==> config.mk <==
export PLATFORM = sky130hd
export DESIGN_NAME = ldc_top
export DESIGN_NICKNAME = d
export VERILOG_FILES = /design/src/hdl/ldc_pkg.sv /design/src/hdl/ldc_top.sv /design/src/hdl/ldc_ramp.sv /design/src/hdl/ldc_pwm.sv
export SDC_FILE = /design/constraint.sdc
export NUM_CORES = 1
export LEC_CHECK = 0
export ABC_CLOCK_PERIOD_IN_PS = 7800
export BUFFER_PORTS_ARGS = -buffer_cell sky130_fd_sc_hd__buf_4
export CORE_MARGIN = 3
export CORE_UTILIZATION = 60
export CTS_CLUSTER_DIAMETER = 40
export CTS_CLUSTER_SIZE = 16
export DETAILED_ROUTE_END_ITERATION = 7
export HOLD_SLACK_MARGIN = 0.02
export PLACE_DENSITY = 0.82
export SETUP_SLACK_MARGIN = 0.4
export SYNTH_ARGS = -nofsm -noshare
export SYNTH_HDL_FRONTEND = slang
export SYNTH_HIERARCHICAL = 1
export SYNTH_SLANG_ARGS = --single-unit
==> constraint.sdc <==
create_clock -name i_clk -period 7.8 [get_ports i_clk]
set_input_delay 0.78 -clock i_clk [delete_from_list [all_inputs] [get_ports i_clk]]
set_output_delay 0.78 -clock i_clk [all_outputs]
set_load 0.1 [all_outputs]
==> src/hdl/ldc_pkg.sv <==
// shared constants, types and helpers for the led dimming controller
package ldc_pkg;

  localparam int CLK_HZ = 50_000_000;
  localparam int ADDR_W = 8;
  localparam int CODE_W = 6;
  localparam int CUR_W = 18;
  localparam int CNT_W = 24;

  // register byte offsets
  localparam logic [ADDR_W-1:0] OFS_CTRL = 8'h00;
  localparam logic [ADDR_W-1:0] OFS_DAC = 8'h04;
  localparam logic [ADDR_W-1:0] OFS_PWM = 8'h08;
  localparam logic [ADDR_W-1:0] OFS_STAT = 8'h0c;

  // control word fields
  localparam int CTRL_EN_BIT = 0;
  localparam int CTRL_SPD_LSB = 1;
  localparam int CTRL_SELA_BIT = 3;
  localparam int CTRL_SELB_BIT = 4;
  localparam int CTRL_CLK_LSB = 5;
  // current code field
  localparam int DAC_CODE_LSB = 0;
  // dimming ratio fields
  localparam int PWM_NUM_LSB = 0;
  localparam int PWM_DEN_LSB = 4;
  // status fields
  localparam int STAT_LEVEL_LSB = 0;
  localparam int STAT_ON_BIT = 8;
  localparam int STAT_PHASE_BIT = 9;
  localparam int STAT_MODE_LSB = 10;
  localparam int STAT_RAMP_BIT = 12;

  localparam logic [31:0] REG_RST = 32'h0000_0000;

  // full ramp times in microseconds, one step per code
  localparam int RAMP_STEPS = 63;
  localparam int RAMP_T0_US = 15000;
  localparam int RAMP_T1_US = 460000;
  localparam int RAMP_T2_US = 930000;
  localparam int RAMP_T3_US = 1850000;
  localparam int RAMP_STEP0_CYC = (RAMP_T0_US * (CLK_HZ / 1_000_000)) / RAMP_STEPS;
  localparam int RAMP_STEP1_CYC = (RAMP_T1_US * (CLK_HZ / 1_000_000)) / RAMP_STEPS;
  localparam int RAMP_STEP2_CYC = (RAMP_T2_US * (CLK_HZ / 1_000_000)) / RAMP_STEPS;
  localparam int RAMP_STEP3_CYC = (RAMP_T3_US * (CLK_HZ / 1_000_000)) / RAMP_STEPS;

  // fastest dimming base clock in hertz; slower ones divide it by 2, 3 and 4
  localparam int PWM_BASE_HZ = 8770;
  localparam int PWM_BASE_CYC = CLK_HZ / PWM_BASE_HZ;

  // eight linear segments, current in units of 0.1 uA at 20 mA full scale
  localparam logic [CUR_W-1:0] SEG_BASE [8] = '{18'h0_00c8, 18'h0_01e1, 18'h0_0488, 18'h0_0adc,
                                                 18'h0_1a18, 18'h0_3ee4, 18'h0_96c8, 18'h1_6ae4};
  localparam logic [13:0] SEG_STEP [8] = '{14'h0023, 14'h0055, 14'h00ca, 14'h01e7,
                                           14'h0499, 14'h0afc, 14'h1a83, 14'h3bc4};

  typedef enum logic [1:0] {
    LDC_MODE_CC,
    LDC_MODE_PWM,
    LDC_MODE_FIXED,
    LDC_MODE_RSVD
  } ldc_mode_e;

  function automatic ldc_mode_e ldc_decode_mode(input logic sel_a, input logic sel_b);
    case ({sel_a, sel_b})
      2'b00: ldc_decode_mode = LDC_MODE_CC;
      2'b01: ldc_decode_mode = LDC_MODE_PWM;
      2'b10: ldc_decode_mode = LDC_MODE_FIXED;
      default: ldc_decode_mode = LDC_MODE_RSVD;
    endcase
  endfunction : ldc_decode_mode

  function automatic logic [CUR_W-1:0] ldc_code_to_current(input logic [CODE_W-1:0] code);
    logic [CUR_W-1:0] part;
    // widen before the product: the top segment needs more than 14 bits
    part = CUR_W'(SEG_STEP[code[5:3]]) * CUR_W'(code[2:0]);
    ldc_code_to_current = SEG_BASE[code[5:3]] + part;
  endfunction : ldc_code_to_current

endpackage : ldc_pkg

==> src/hdl/ldc_top.sv <==
// led dimming controller top: apb register file, mode decode and drive outputs
`timescale 1ns/1ps
module ldc_top #(
  parameter int RAMP_STEP0 = ldc_pkg::RAMP_STEP0_CYC,
  parameter int RAMP_STEP1 = ldc_pkg::RAMP_STEP1_CYC,
  parameter int RAMP_STEP2 = ldc_pkg::RAMP_STEP2_CYC,
  parameter int RAMP_STEP3 = ldc_pkg::RAMP_STEP3_CYC,
  parameter int PWM_BASE_DIV = ldc_pkg::PWM_BASE_CYC
) (
  input wire logic i_clk,
  input wire logic i_rstn,
  input wire logic i_pdn_clear,
  input wire logic i_psel,
  input wire logic i_penable,
  input wire logic i_pwrite,
  input wire logic [ldc_pkg::ADDR_W-1:0] i_paddr,
  input wire logic [31:0] i_pwdata,
  input wire logic [3:0] i_pstrb,
  output logic [31:0] o_prdata,
  output logic o_pready,
  output logic o_pslverr,
  output logic [ldc_pkg::CODE_W-1:0] o_sink_code,
  output logic [ldc_pkg::CUR_W-1:0] o_sink_current,
  output logic o_sink_en,
  output logic o_boost_en,
  output logic o_standby_en,
  output logic o_feedback_mode
);
  import ldc_pkg::*;

  typedef struct packed {
    logic enable;
    logic [1:0] ramp_speed;
    logic drive_mode_sel_a;
    logic drive_mode_sel_b;
    logic [1:0] dim_clock_sel;
    logic [CODE_W-1:0] code;
    logic [3:0] dim_numerator;
    logic [3:0] dim_denominator;
    logic [31:0] rdata;
    logic [CODE_W-1:0] sink_code;
    logic [CUR_W-1:0] sink_current;
    logic sink_en;
    logic boost_en;
    logic standby_en;
    logic feedback;
  } ldc_top_s;

  ldc_top_s s_r;
  ldc_top_s s_nxt;

  logic setup_ph;
  logic access_ph;
  logic mapped;
  logic wr_take;
  ldc_mode_e mode;
  logic ramp_enable;
  logic [CODE_W-1:0] ramp_level;
  logic ramp_on;
  logic pwm_run;
  logic pwm_on;
  logic [CODE_W-1:0] goal;
  logic ramping;

  function automatic logic addr_mapped(input logic [ADDR_W-1:0] addr);
    case (addr)
      OFS_CTRL: addr_mapped = 1'b1;
      OFS_DAC: addr_mapped = 1'b1;
      OFS_PWM: addr_mapped = 1'b1;
      OFS_STAT: addr_mapped = 1'b1;
      default: addr_mapped = 1'b0;
    endcase
  endfunction : addr_mapped

  // fixed boost and reserved modes never use the ramped sink
  function automatic logic sink_mode(input ldc_mode_e m);
    sink_mode = (m == LDC_MODE_CC) || (m == LDC_MODE_PWM);
  endfunction : sink_mode

  // register images: unused bits always read back as zero
  function automatic logic [31:0] ctrl_image(input ldc_top_s s);
    logic [31:0] w;
    w = REG_RST;
    w[CTRL_EN_BIT] = s.enable;
    w[CTRL_SPD_LSB +: 2] = s.ramp_speed;
    w[CTRL_SELA_BIT] = s.drive_mode_sel_a;
    w[CTRL_SELB_BIT] = s.drive_mode_sel_b;
    w[CTRL_CLK_LSB +: 2] = s.dim_clock_sel;
    ctrl_image = w;
  endfunction : ctrl_image

  function automatic logic [31:0] dac_image(input logic [CODE_W-1:0] code);
    logic [31:0] w;
    w = REG_RST;
    w[DAC_CODE_LSB +: CODE_W] = code;
    dac_image = w;
  endfunction : dac_image

  function automatic logic [31:0] ratio_image(input logic [3:0] num, input logic [3:0] den);
    logic [31:0] w;
    w = REG_RST;
    w[PWM_NUM_LSB +: 4] = num;
    w[PWM_DEN_LSB +: 4] = den;
    ratio_image = w;
  endfunction : ratio_image

  function automatic logic [31:0] status_image(input logic [CODE_W-1:0] level, input logic on,
                                               input logic phase, input ldc_mode_e m, input logic moving);
    logic [31:0] w;
    w = REG_RST;
    w[STAT_LEVEL_LSB +: CODE_W] = level;
    w[STAT_ON_BIT] = on;
    w[STAT_PHASE_BIT] = phase;
    w[STAT_MODE_LSB +: 2] = m;
    w[STAT_RAMP_BIT] = moving;
    status_image = w;
  endfunction : status_image

  // writes touch only their own fields, so the rest of the state passes through
  function automatic ldc_top_s ctrl_apply(input ldc_top_s s, input logic [31:0] w);
    ldc_top_s t;
    t = s;
    t.enable = w[CTRL_EN_BIT];
    t.ramp_speed = w[CTRL_SPD_LSB +: 2];
    t.drive_mode_sel_a = w[CTRL_SELA_BIT];
    t.drive_mode_sel_b = w[CTRL_SELB_BIT];
    t.dim_clock_sel = w[CTRL_CLK_LSB +: 2];
    ctrl_apply = t;
  endfunction : ctrl_apply

  function automatic ldc_top_s ratio_apply(input ldc_top_s s, input logic [31:0] w);
    ldc_top_s t;
    t = s;
    t.dim_numerator = w[PWM_NUM_LSB +: 4];
    t.dim_denominator = w[PWM_DEN_LSB +: 4];
    ratio_apply = t;
  endfunction : ratio_apply

  // drive levels of one mode, packed as sink, boost, standby, feedback
  function automatic logic [3:0] drive_levels(input ldc_mode_e m, input logic en, input logic on,
                                              input logic pulse);
    logic [3:0] d;
    d = 4'h0;
    case (m)
      LDC_MODE_CC: begin
        d[3] = on;
        d[2] = on;
      end
      LDC_MODE_PWM: begin
        d[3] = on && pulse;
        d[2] = on && pulse;
        // keeps the pin from swinging fully between pulses
        d[1] = en || on;
      end
      LDC_MODE_FIXED: begin
        // boost regulates on the pin; the current sink stays idle
        d[2] = en;
        d[0] = 1'b1;
      end
      LDC_MODE_RSVD: begin
        d = 4'h0;
      end
      default: begin
        d = 4'h0;
      end
    endcase
    drive_levels = d;
  endfunction : drive_levels

  assign mode = ldc_decode_mode(s_r.drive_mode_sel_a, s_r.drive_mode_sel_b);

  assign ramp_enable = s_r.enable && sink_mode(mode);
  // goal the ramp is heading for; status reports a gap as ramping only while the ramp is on
  assign goal = ramp_enable ? s_r.code : '0;
  assign ramping = ramp_on && (ramp_level != goal);
  // the waveform runs while the sink is lit in dimming mode
  assign pwm_run = (mode == LDC_MODE_PWM) && ramp_on;

  ldc_ramp #(
    .STEP0(RAMP_STEP0),
    .STEP1(RAMP_STEP1),
    .STEP2(RAMP_STEP2),
    .STEP3(RAMP_STEP3)
  ) u_ramp (
    .i_clk(i_clk),
    .i_rstn(i_rstn),
    .i_clear(i_pdn_clear),
    .i_enable(ramp_enable),
    .i_speed(s_r.ramp_speed),
    .i_target(s_r.code),
    .o_level(ramp_level),
    .o_on(ramp_on)
  );

  ldc_pwm #(
    .BASE_DIV(PWM_BASE_DIV)
  ) u_pwm (
    .i_clk(i_clk),
    .i_rstn(i_rstn),
    .i_run(pwm_run),
    .i_clk_sel(s_r.dim_clock_sel),
    .i_num(s_r.dim_numerator),
    .i_den(s_r.dim_denominator),
    .o_on(pwm_on),
    .o_tick()
  );

  // zero wait state slave; unmapped addresses answer with an error
  assign setup_ph = i_psel && !i_penable;
  assign access_ph = i_psel && i_penable;
  assign mapped = addr_mapped(i_paddr);
  assign wr_take = access_ph && i_pwrite && mapped && i_pstrb[0];
  assign o_pready = access_ph;
  assign o_pslverr = access_ph && !mapped;

  always_comb begin
    s_nxt = s_r;

    // read data sampled at setup so it comes from a flop in the access cycle
    if (setup_ph && !i_pwrite) begin
      s_nxt.rdata = REG_RST;
      case (i_paddr)
        OFS_CTRL: begin
          s_nxt.rdata = ctrl_image(s_r);
        end
        OFS_DAC: begin
          s_nxt.rdata = dac_image(s_r.code);
        end
        OFS_PWM: begin
          s_nxt.rdata = ratio_image(s_r.dim_numerator, s_r.dim_denominator);
        end
        OFS_STAT: begin
          s_nxt.rdata = status_image(ramp_level, ramp_on, pwm_on, mode, ramping);
        end
        default: begin
          s_nxt.rdata = REG_RST;
        end
      endcase
    end

    // status word is read only; writes to it are dropped silently
    if (wr_take) begin
      case (i_paddr)
        OFS_CTRL: begin
          s_nxt = ctrl_apply(s_nxt, i_pwdata);
        end
        OFS_DAC: begin
          s_nxt.code = i_pwdata[DAC_CODE_LSB +: CODE_W];
        end
        OFS_PWM: begin
          s_nxt = ratio_apply(s_nxt, i_pwdata);
        end
        default: begin
          s_nxt.code = s_r.code;
        end
      endcase
    end

    // drive outputs follow the registered mode one cycle later
    s_nxt.sink_code = ramp_on ? ramp_level : '0;
    s_nxt.sink_current = ramp_on ? ldc_code_to_current(ramp_level) : '0;
    {s_nxt.sink_en, s_nxt.boost_en, s_nxt.standby_en, s_nxt.feedback} =
      drive_levels(mode, s_r.enable, ramp_on, pwm_on);

    // pushbutton power-down wipes every setting, bus answer state kept
    if (i_pdn_clear) begin
      s_nxt = '0;
      s_nxt.rdata = s_r.rdata;
    end
  end

  // undervoltage reset of the logic supply arrives as i_rstn
  always_ff @(posedge i_clk) begin
    if (!i_rstn) begin
      s_r <= '0;
    end else begin
      s_r <= s_nxt;
    end
  end

  assign o_prdata = s_r.rdata;
  assign o_sink_code = s_r.sink_code;
  assign o_sink_current = s_r.sink_current;
  assign o_sink_en = s_r.sink_en;
  assign o_boost_en = s_r.boost_en;
  assign o_standby_en = s_r.standby_en;
  assign o_feedback_mode = s_r.feedback;
endmodule : ldc_top

==> src/hdl/ldc_ramp.sv <==
// gradual ramp of the applied current code toward its goal
`timescale 1ns/1ps
module ldc_ramp #(
  parameter int STEP0 = ldc_pkg::RAMP_STEP0_CYC,
  parameter int STEP1 = ldc_pkg::RAMP_STEP1_CYC,
  parameter int STEP2 = ldc_pkg::RAMP_STEP2_CYC,
  parameter int STEP3 = ldc_pkg::RAMP_STEP3_CYC
) (
  input wire logic i_clk,
  input wire logic i_rstn,
  input wire logic i_clear,
  input wire logic i_enable,
  input wire logic [1:0] i_speed,
  input wire logic [ldc_pkg::CODE_W-1:0] i_target,
  output logic [ldc_pkg::CODE_W-1:0] o_level,
  output logic o_on
);
  import ldc_pkg::*;

  typedef struct packed {
    logic [CNT_W-1:0] cnt;
    logic [CODE_W-1:0] level;
    logic on;
  } ldc_ramp_s;

  ldc_ramp_s s_r;
  ldc_ramp_s s_nxt;
  logic [CNT_W-1:0] step_len;
  logic [CODE_W-1:0] goal;

  always_comb begin
    case (i_speed)
      2'b00: step_len = CNT_W'(STEP0);
      2'b01: step_len = CNT_W'(STEP1);
      2'b10: step_len = CNT_W'(STEP2);
      default: step_len = CNT_W'(STEP3);
    endcase
    goal = i_enable ? i_target : '0;
    s_nxt = s_r;
    if (i_enable) begin
      s_nxt.on = 1'b1;
    end
    if (s_r.level == goal) begin
      s_nxt.cnt = '0; // no stored phase, so every ramp starts a full step
      if (!i_enable) begin
        s_nxt.on = 1'b0; // only off once the way down has finished
      end
    end else if (s_r.cnt >= step_len - 1'b1) begin
      s_nxt.cnt = '0;
      s_nxt.level = (s_r.level < goal) ? s_r.level + 1'b1 : s_r.level - 1'b1;
    end else begin
      s_nxt.cnt = s_r.cnt + 1'b1;
    end
    if (i_clear) begin
      s_nxt = '0;
    end
  end

  always_ff @(posedge i_clk) begin
    if (!i_rstn) begin
      s_r <= '0;
    end else begin
      s_r <= s_nxt;
    end
  end

  assign o_level = s_r.level;
  assign o_on = s_r.on;
endmodule : ldc_ramp

==> src/hdl/ldc_pwm.sv <==
// dimming waveform: base clock divider plus numerator over denominator counter
`timescale 1ns/1ps
module ldc_pwm #(
  parameter int BASE_DIV = ldc_pkg::PWM_BASE_CYC
) (
  input wire logic i_clk,
  input wire logic i_rstn,
  input wire logic i_run,
  input wire logic [1:0] i_clk_sel,
  input wire logic [3:0] i_num,
  input wire logic [3:0] i_den,
  output logic o_on,
  output logic o_tick
);
  import ldc_pkg::*;

  typedef struct packed {
    logic [15:0] div;
    logic [1:0] pre;
    logic [3:0] phase;
    logic on;
    logic tick;
  } ldc_pwm_s;

  ldc_pwm_s s_r;
  ldc_pwm_s s_nxt;
  logic base_tick;

  always_comb begin
    s_nxt = s_r;
    s_nxt.tick = 1'b0;
    base_tick = (s_r.div >= 16'(BASE_DIV - 1));
    s_nxt.div = base_tick ? '0 : s_r.div + 1'b1;
    if (base_tick) begin
      if (s_r.pre >= i_clk_sel) begin
        s_nxt.pre = '0; // divide by select plus one
        s_nxt.tick = 1'b1;
        // period of den divided ticks; a zero den just holds phase at 0
        s_nxt.phase = (s_r.phase + 1'b1 >= {1'b0, i_den}) ? '0 : s_r.phase + 1'b1;
      end else begin
        s_nxt.pre = s_r.pre + 1'b1;
      end
    end
    // zero num never on, num above den always on
    s_nxt.on = (s_nxt.phase < i_num);
    if (!i_run) begin
      s_nxt = '0;
    end
  end

  always_ff @(posedge i_clk) begin
    if (!i_rstn) begin
      s_r <= '0;
    end else begin
      s_r <= s_nxt;
    end
  end

  assign o_on = s_r.on;
  assign o_tick = s_r.tick;
endmodule : ldc_pwm

# --- Yosys cells after proc, flatten, opt, wreduce, memory -nomap -nowiden ---
# Memory sizes are Yosys's and may differ from the RTL's.
# Index checks and enable logic that the tools add are counted.
# Widths: inputs -> output; s select.
totals:
  regBits: 135
  mem_bits_ro: 256
  input_bits: 50
  word_cells: 112
  memories: 2
memory_table:
  columns: ["name", "depth", "width", "read_ports", "rd_clocked_by_memory_dff", "wr", "line_no", "source"]
  rows:
  - ["(name not given)", 8, 18, 1, 0, 0, "ldc_pkg.sv:77", "ldc_code_to_current = SEG_BASE[code[5:3]] + part;"]
  - ["(name not given)", 8, 14, 1, 0, 0, "ldc_pkg.sv:76", "part = CUR_W'(SEG_STEP[code[5:3]]) * CUR_W'(code[2:0]);"]
op_classes:
  add_sub_neg: 9
  n_mul: 1
  order_cmp: 7
  eq_ne: 12
  mux: 22
  n_bitwise: 6
  n_reduce_logical: 31
ops:
  columns: ["cell", "n"]
  rows:
  - ["$pmux 21 s3", 1]
  - ["$mux 60", 1]
  - ["$pmux 13 s4", 1]
  - ["$mux 18", 2]
  - ["$mux 32", 1]
  - ["$mux 14", 2]
  - ["$add 24x1->24 const B", 1]
  - ["$ge 24x24->1", 1]
  - ["$sub 21x1->22 const B", 1]
  - ["$add 18x17->18", 1]
  - ["$mul 14x3->17", 1]
  - ["$add 16x1->16 const B", 1]
  - ["$eq 8x4->1 const B", 2]
  - ["$ge 16x13->1 const B", 1]
  - ["$mux 4", 3]
  - ["$mux 6", 2]
  - ["$logic_and 1x1->1", 11]
  - ["$reduce_and 2->1", 5]
  - ["$reduce_or 3->1", 3]
  - ["$eq 2x2->1 const B", 4]
  - ["$eq 8x3->1 const B", 1]
  - ["$logic_not 8->1", 1]
  - ["$reduce_or 4->1", 2]
  - ["$add 6x1->6 const B", 1]
  - ["other kinds (23)", 38]

# --- Depth between registers and ports, before layout ---
# Gate-level depths: netlist of run 1.
depth:
  word_depth: 11
  depth_mapped: 18
  depth_no_buf: 16

# --- By module ---
# The synthesis of run 1 kept the hierarchy.
modules_own_cells:
  columns: ["mod", "instances", "cells_each", "area_each_um2"]
  rows:
  - ["ldc_top", 1, 549, 4752.1]
  - ["ldc_ramp", 1, 254, 2155.8]
  - ["ldc_pwm", 1, 140, 1258.7]

# --- Least setup slack after synthesis of run 1 ---
# No wires, ideal clock.
synth_timing:
  kind: "register to register"
  from: "register u_ramp.s_r, in the netlist u_ramp/o_level[3]"
  to: "register s_r, in the netlist o_sink_current[15]"
  setup_time_ns: 0.123
  arrival_ns: 4.126
  required_time_ns: 7.677
  setup_slack_ns: 3.550
  stages_incl_launch_ff: 19
  cell_sequence: "dfxtp_1 -> buf_4 -> clkbuf_1 -> inv_1 -> ha_1 -> nand2_1 -> o21ai_0 -> and2_1 -> fa_1 -> inv_1 -> fa_1 -> inv_1 -> ha_1 -> a211oi_2 -> o21ai_1 -> a21oi_2 -> o21ai_1 -> o41ai_2 -> mux2_1"
synth_between:
  elab_chain_cells: 6
  elab_cells_between_ends: 9
  cone_classes: "1 x add/sub; 1 x mul; 4 x mux; 1 x bitwise; 2 x memory"
synth_rtl:
  columns: ["element", "line_no", "source"]
  rows:
  - ["start, declared", "ldc_ramp.sv:26", "ldc_ramp_s s_r;"]
  - ["start signal, assigned", "ldc_ramp.sv:63", "s_r <= s_nxt;"]
  - ["$not 3->4 (not written as such) (*)", "ldc_pkg.sv:76, ldc_pkg.sv:77", null]
  - ["$mem_v2 8x14", null, null]
  - ["$mux 14 (not written as such) (2 in a row)", "ldc_pkg.sv:76", null]
  - ["$mul 14x3->17", "ldc_pkg.sv:76", null]
  - ["$add 18x17->18 (*)", "ldc_pkg.sv:77", null]
  - ["end signal, assigned", "ldc_top.sv:277", "s_r <= s_nxt;"]
  - ["end, declared", "ldc_top.sv:49", "ldc_top_s s_r;"]
# Every way passes the cells marked *; elsewhere a longest branch is shown, timed or not. The select of a mux whose other input is x is not followed.
# A chain may end at the register's enable or synchronous reset.

# --- Worst setup path in the final report of run 1 ---
# Same ends and word-level chain as after synthesis.

==> summary.md, run 1 <==
| Metric | Value |
|---|---|
| Fin crit period | `4.87 ns` |
| Setup CP Type | `reg2reg` |
| Final setup skew | `0.00813 ns` |
| # hold bufs at CTS | `0` |
| Clock root cell | `clkbuf_16` |
| Final TNS setup | `0 ns` |
| Static Leak | `3.81 nW` |
| Largest net degree at the start of global routing | `34` |
| P_int | `1.19 mW` |
| Die area | `15000 sq um` |
| Fin. Hold Viols | `0` |
| Switching part of the total power | `0.294` |
| Ant diodes | `0` |
| Pre-antenna DRT Iters | `5` |
| Total GRT Usage | `0.228` |
| IO buf count | `65` |
| Area grow syn2layout | `9.50%` |
| Die Y-Extent | `122 um` |
| Drt total wl | `16300 um` |
| VDD IR-drop max | `183 uV` |
| Setup violations, final | `0` |
| Initial DRC Count | `307` |
| Row Count | `41` |
| Psw | `495 uW` |
| Clock Latency Late Sink | `0.42 ns` |
| Total core area | `12900 sq um` |
| Post-CTS resize count | `0` |
| Remaining antenna violation count | `0` |
| Unrepaired setup endpoints after global routing | `false` |
| Worst-Margin Slew | `0.960 ns` |
| Pwr Total | `1.69 mW` |
| Syn avg cell area | `8.65 sq um` |
| WP data required | `8.10 ns` |
| Initial antenna violation count | `0` |
| WP data arrival | `5.17 ns` |
| DPL Wire Length | `11600 um` |
| First-pass GRT wire length | `27700 um` |
| Status | `finished, final reports clean` |
| Clock Power Share | `0.447` |
| Initial Utilization | `0.630` |
| Worst Path Max Fanout | `19` |
| Remaining Overflow, GRT | `0` |
| Vias in the first global route | `6132` |
| Highest Clock Rate | `205 MHz` |
| Seq pwr share | `0.375` |
| GPL Wtd Cong | `0.857` |
| Flop2flop setup slack | `2.93 ns` |
| Final nets | `1110` |
| Crit end category | `flop` |
| Setup Buffers After CTS | `0` |
| Clk pin slew, worst setup/hold paths | `0.05 ns` |
| CTS tree | `built` |
| Residual DRC count | `0` |
| Power Dens Cells | `189 nW/um^2` |
| Combinational group share of total power | `0.178` |
| Share of layout cells above drive strength 1 | `0.131` |
| Num CTS Buffers | `17` |
| Mapped cell area | `8140 sq um` |
| WL per Instance | `14.3 um` |
| Max-cap violations | `0` |
| Vias post-DR | `6212` |
| Yosys Warn Count | `6` |
| Startpoint Class | `flop` |
| CTS H-tree depth | `4` |
| Clock sinks | `116` |
| Ports | `112` |
| Worst Hold Class | `reg2reg` |
| Die width | `122 um` |
| Max Root-Sink Buffers | `2` |
| Final period util | `0.625` |
| Slew Viols, Final | `0` |
| Mapped Cells | `941` |
| Vias per cell | `5.44` |
| Relative slew slack | `0.358` |
-- path summary, 6_finish.rpt --
check,cells past startpoint,startpoint,end
worst min-delay path,1,u_ramp/s_r[7],u_ramp/s_r[7]
worst max register to register,16,u_ramp/o_level[3],o_sink_current[15]
worst min register to register,1,u_ramp/s_r[7],u_ramp/s_r[7]
worst max-delay path,16,u_ramp/o_level[3],o_sink_current[15]
-- registers in the layout (all words and copies together), names as in the netlist --
| register | count |
|---|---|
| o_sink_code | 6 |
| o_standby_en | 1 |
| o_sink_en | 1 |
| o_prdata | 13 |
| u_ramp/o_level | 6 |
| o_sink_current | 18 |
| u_pwm/s_r | 22 |
| o_feedback_mode | 1 |
| u_ramp/o_on | 1 |
| u_pwm/o_on | 1 |
| o_boost_en | 1 |
| u_ramp/s_r | 24 |
| s_r | 21 |
-- power by group through the flow --
stage,Clock [mW],Sequential [mW],Combinational (mW)
4_1_cts,0.767,0.630,0.300
6_report,0.753,0.631,0.301
2_1_floorplan,0,0.620,0.274
5_1_grt,0.793,0.635,0.337
3_5_place_dp,0,0.643,0.297
3_3_place_gp,0,0.642,0.289
-- metal layers --
| layer | vias up | wire length [um] | track usage |
|---|---|---|---|
| met5 | - | 0 | 0 |
| met4 | 0 | 215 | 0.0777 |
| met3 | 19 | 702 | 0.0525 |
| met2 | 129 | 8010 | 0.390 |
| met1 | 2936 | 7350 | 0.285 |
| li1 | 3128 | - | - |
-- cell usage in the layout, fill, tap and decap left out, types with 26 or more instances in the layout --
cell type	count
a21oi_1	36
and2_1	26
and3_1	27
buf_4	66
dfxtp_1	116
fa_1	27
ha_1	76
inv_1	84
nand2_1	79
nand3_1	26
nor2_1	91
-- critical path, cell delays in order (launching register included) --
cell	delay [ns]
dfxtp_1	0.78
inv_1	0.24
ha_1	0.29
nand2_1	0.13
o21ai_0	0.17
and2_1	0.22
fa_1	0.53
inv_1	0.05
fa_1	0.52
inv_1	0.04
ha_1	0.37
a211oi_2	0.28
o21ai_1	0.12
a21oi_2	0.24
o21ai_1	0.13
o41ai_2	0.28
mux2_1	0.35
-- final cells by class --
type	instances	area (sq um)
well taps	172	215
flip-flops and latches	116	2320
multi-input cells	672	4990
inverters	84	315
clock buffers	19	443
clock inverters	12	133
fillers	1027	4010
repair buffers	66	495
-- stage by stage --
| step | cell area [sq um] | utilization | setup slack, ns | hold WS, ns | cells |
|---|---|---|---|---|---|
| 2_1_floorplan | 8230 | - | 3.55 | 0.430 | 963 |
| 3_5_place_dp | 8340 | 0.645 | 2.96 | 0.453 | 1110 |
| 4_1_cts | 8920 | 0.690 | 2.93 | 0.465 | 1141 |
| 3_3_place_gp | 8340 | 0.645 | 3.01 | 0.446 | 1110 |
| 6_report | 8920 | 0.690 | 2.93 | 0.463 | 1141 |
| 5_1_grt | 8920 | 0.690 | 2.50 | 0.501 | 1141 |
Note: power is estimated with default switching activity, not from simulation.
==> run 2: changes to the inputs <==
Settings changed: ABC_CLOCK_PERIOD_IN_PS 7800 to 4600, CORE_UTILIZATION 60 to 59, PLACE_DENSITY 0.82 to 0.81.
Clock period 7.8 ns to 4.6 ns, I/O delays scaled along.
==> summary.md, run 2 (synthesized netlist as in run 1, its figures left out) <==
| Metric | Value |
|---|---|
| Worst R2R Start | `u_ramp/o_level[3]` |
| Commonest non-fill, non-tap cells in the layout | `dfxtp_1 (114), nor2_1 (91), inv_1 (82)` |
| Flop2flop setup slack | `0.52 ns (-2.41 ns)` |
| Remaining Overflow, GRT | `0 (unchanged)` |
| Total core area | `13300 sq um (+3.3%)` |
| Setup Slack @ Placement | `0.334 ns (-2.63 ns)` |
| Final Cell Area | `9090 sq um (+1.9%)` |
| IO buf count | `65 (unchanged)` |
| Final nets | `1121 (+0.99%)` |
| Total GRT Usage | `0.236 (+0.00730)` |
| Initial DRC Count | `383 (+25%)` |
| Reg2reg end | `o_sink_current[15]` |
| Pre-antenna DRT Iters | `5 (unchanged)` |
| Max Root-Sink Buffers | `2 (unchanged)` |
| Drt total wl | `17200 um (+5.9%)` |
| Fin worst setup slack | `0.517 ns (-2.41 ns)` |
| Initial Utilization | `0.610 (-0.0198)` |
| VDD IR-drop max | `412 uV (+130%)` |
| Vias per cell | `5.55 (+2.0%)` |
| WL per Instance | `14.9 um (+4.4%)` |
| Vias in the first global route | `6085 (-0.77%)` |
| FILL cells | `1076 (+4.8%)` |
| Unrepaired setup endpoints after global routing | `false` |
| Max FFs per register | `24 (unchanged)` |
| Clk pin slew, worst setup/hold paths | `0.06 ns (about the same)` |
| Startpoint Class | `flop` |
| Util after Layout | `0.681 (-0.00898)` |
| Area grow syn2layout | `11.6%` |
| Clock root cell | `clkbuf_16` |
| Power Dens Cells | `331 nW/um^2 (+75%)` |
| Crit. Startpoint | `u_ramp/o_level[3]` |
| Share of layout cells above drive strength 1 | `0.155 (+0.0239)` |
| Worst-Margin Slew | `0.991 ns (+0.0309 ns)` |
| GPL Wtd Cong | `0.883 (+3.0%)` |
| Largest net degree at the start of global routing | `25 (-26%)` |
| Die area | `15200 sq um (+1.6%)` |
| Commonest non-fill, non-tap cell in the layout | `dfxtp_1` |
| Clock Latency Late Sink | `0.42 ns (about the same)` |
| Static Leak | `3.90 nW (+2.4%)` |
| Final period util | `0.888 (+0.263)` |
| Largest register by flop count | `u_ramp/s_r` |
| DP Area | `8400 sq um (+0.69%)` |
| Relative slew slack | `0.340 (-0.0187)` |
| Setup CP Type | `reg2reg` |
| WP data required | `4.91 ns (-3.19 ns)` |
| Final TNS setup | `0 ns (unchanged)` |
| Fin crit period | `4.08 ns (-0.789 ns)` |
| Final setup skew | `0.00958 ns (+0.00144 ns)` |
| First-pass GRT wire length | `28500 um (+3.0%)` |
| Die Y-Extent | `123 um (+0.80%)` |
| Setup violations, final | `0 (unchanged)` |
| Die width | `123 um (+0.80%)` |
| Worst Hold Class | `in2reg` |
| Highest Clock Rate | `245 MHz (+19%)` |
| Vias post-DR | `6423 (+3.4%)` |
| Ports | `112 (unchanged)` |
| Worst Path Max Fanout | `18 (-1)` |
| Row Count | `42 (+2.4%)` |
| Num CTS Buffers | `17 (unchanged)` |
| DPL Wire Length | `12200 um (+4.7%)` |
| Reg2reg path depth | `16 (unchanged)` |
| Crit end category | `flop` |
| Clock sinks | `116 (unchanged)` |
| CTS H-tree depth | `4 (unchanged)` |
| WP data arrival | `4.39 ns (-0.78 ns)` |
| Residual DRC count | `0 (unchanged)` |
| Fin. Hold Viols | `0 (unchanged)` |
| Crit path to | `o_sink_current[15]` |
| Initial antenna violation count | `0 (unchanged)` |
| Remaining antenna violation count | `0 (unchanged)` |
| CTS tree | `built` |
| Status | `finished, final reports clean` |
| Worst hold margin | `0.277 ns (-0.187 ns)` |
| Top Registers | `u_ramp/s_r (24), u_pwm/s_r (22), s_r (21)` |
| Slew Viols, Final | `0 (unchanged)` |
| Ant diodes | `0 (unchanged)` |
| Max-cap violations | `0 (unchanged)` |
-- run 2: cell count changes in the layout (fill, tap and decap cells not counted), moves of 3 or more --
cell and delta:
clkinvlp_4 -4, ha_2 +4, o21ai_0 -3, ha_1 -4, buf_4 +11
-- run 2: metal layers --
metal,global-route usage,vias up,share of wire
li1,-,3151,-
met1,0.294,3047,0.43
met2,0.399,185,0.50
met3,0.0572,40,0.051
met4,0.0796,0,0.020
met5,0,-,0
-- run 2: cell type report --
| type | count | area [sq um] | area share |
|---|---|---|---|
| Clock buffer | 19 | 443 | 0.0487 |
| Inverter | 84 | 318 | 0.0350 |
| Clock inverter | 13 | 181 | 0.0200 |
| Tap cell | 176 | 220 | 0.0242 |
| Timing Repair Buffer | 77 | 578 | 0.0636 |
| Sequential cell | 116 | 2330 | 0.256 |
| Multi-Input combinational cell | 672 | 5020 | 0.552 |
-- run 2: worst min-delay path by stage --
stage                        from             to  slack, ns  depth (start not counted)
floorplan           u_ramp/s_r[7]  u_ramp/s_r[7]       0.43                          1
global placement    u_ramp/s_r[7]  u_ramp/s_r[7]       0.45                          1
detailed placement  u_ramp/s_r[7]  u_ramp/s_r[7]       0.45                          1
CTS                   i_pwdata[7]        s_r[63]       0.27                          3
global route          i_pwdata[4]        s_r[60]       0.29                          3
finish                i_pwdata[7]        s_r[63]       0.28                          3
-- run 2: repair_timing --
action | in CTS | in global routing
hold endpoints to repair | 0 | 0
cloned | 0 | 0
pin swaps | 1 | 4
endpoints found under the setup margin | 1 | 4
resized for setup | 3 | 15
setup buffers | 1 | 3
hold buffers | 0 | 0
-- run 2: power by group --
part	internal, mW	leakage (nW)	switching [mW]	total, mW
clock network	0.918	0.303	0.482	1.40
registers	1.02	0.937	0.0452	1.06
logic	0.206	2.66	0.339	0.545
-- run 2: metrics by stage --
step / power [mW] / std cells
6_report: 3.01 / 1157
5_1_grt: 3.13 / 1157
4_1_cts: 3.01 / 1154
3_5_place_dp: 1.60 / 1121
3_3_place_gp: 1.59 / 1121
2_1_floorplan: 1.52 / 963
-- run 2: critical path: stages (launching register included) --
cell and delay [ns]:
dfxtp_1 0.32, buf_4 0.20, ha_1 0.26, nand2b_4 0.10
nand2_1 0.09, and2_1 0.18, fa_1 0.47, inv_1 0.06
fa_1 0.53, inv_1 0.04, ha_1 0.34, o21ai_2 0.21
o21ai_1 0.14, a21oi_2 0.17, o21ai_1 0.12, o41ai_2 0.33
mux2_2 0.39
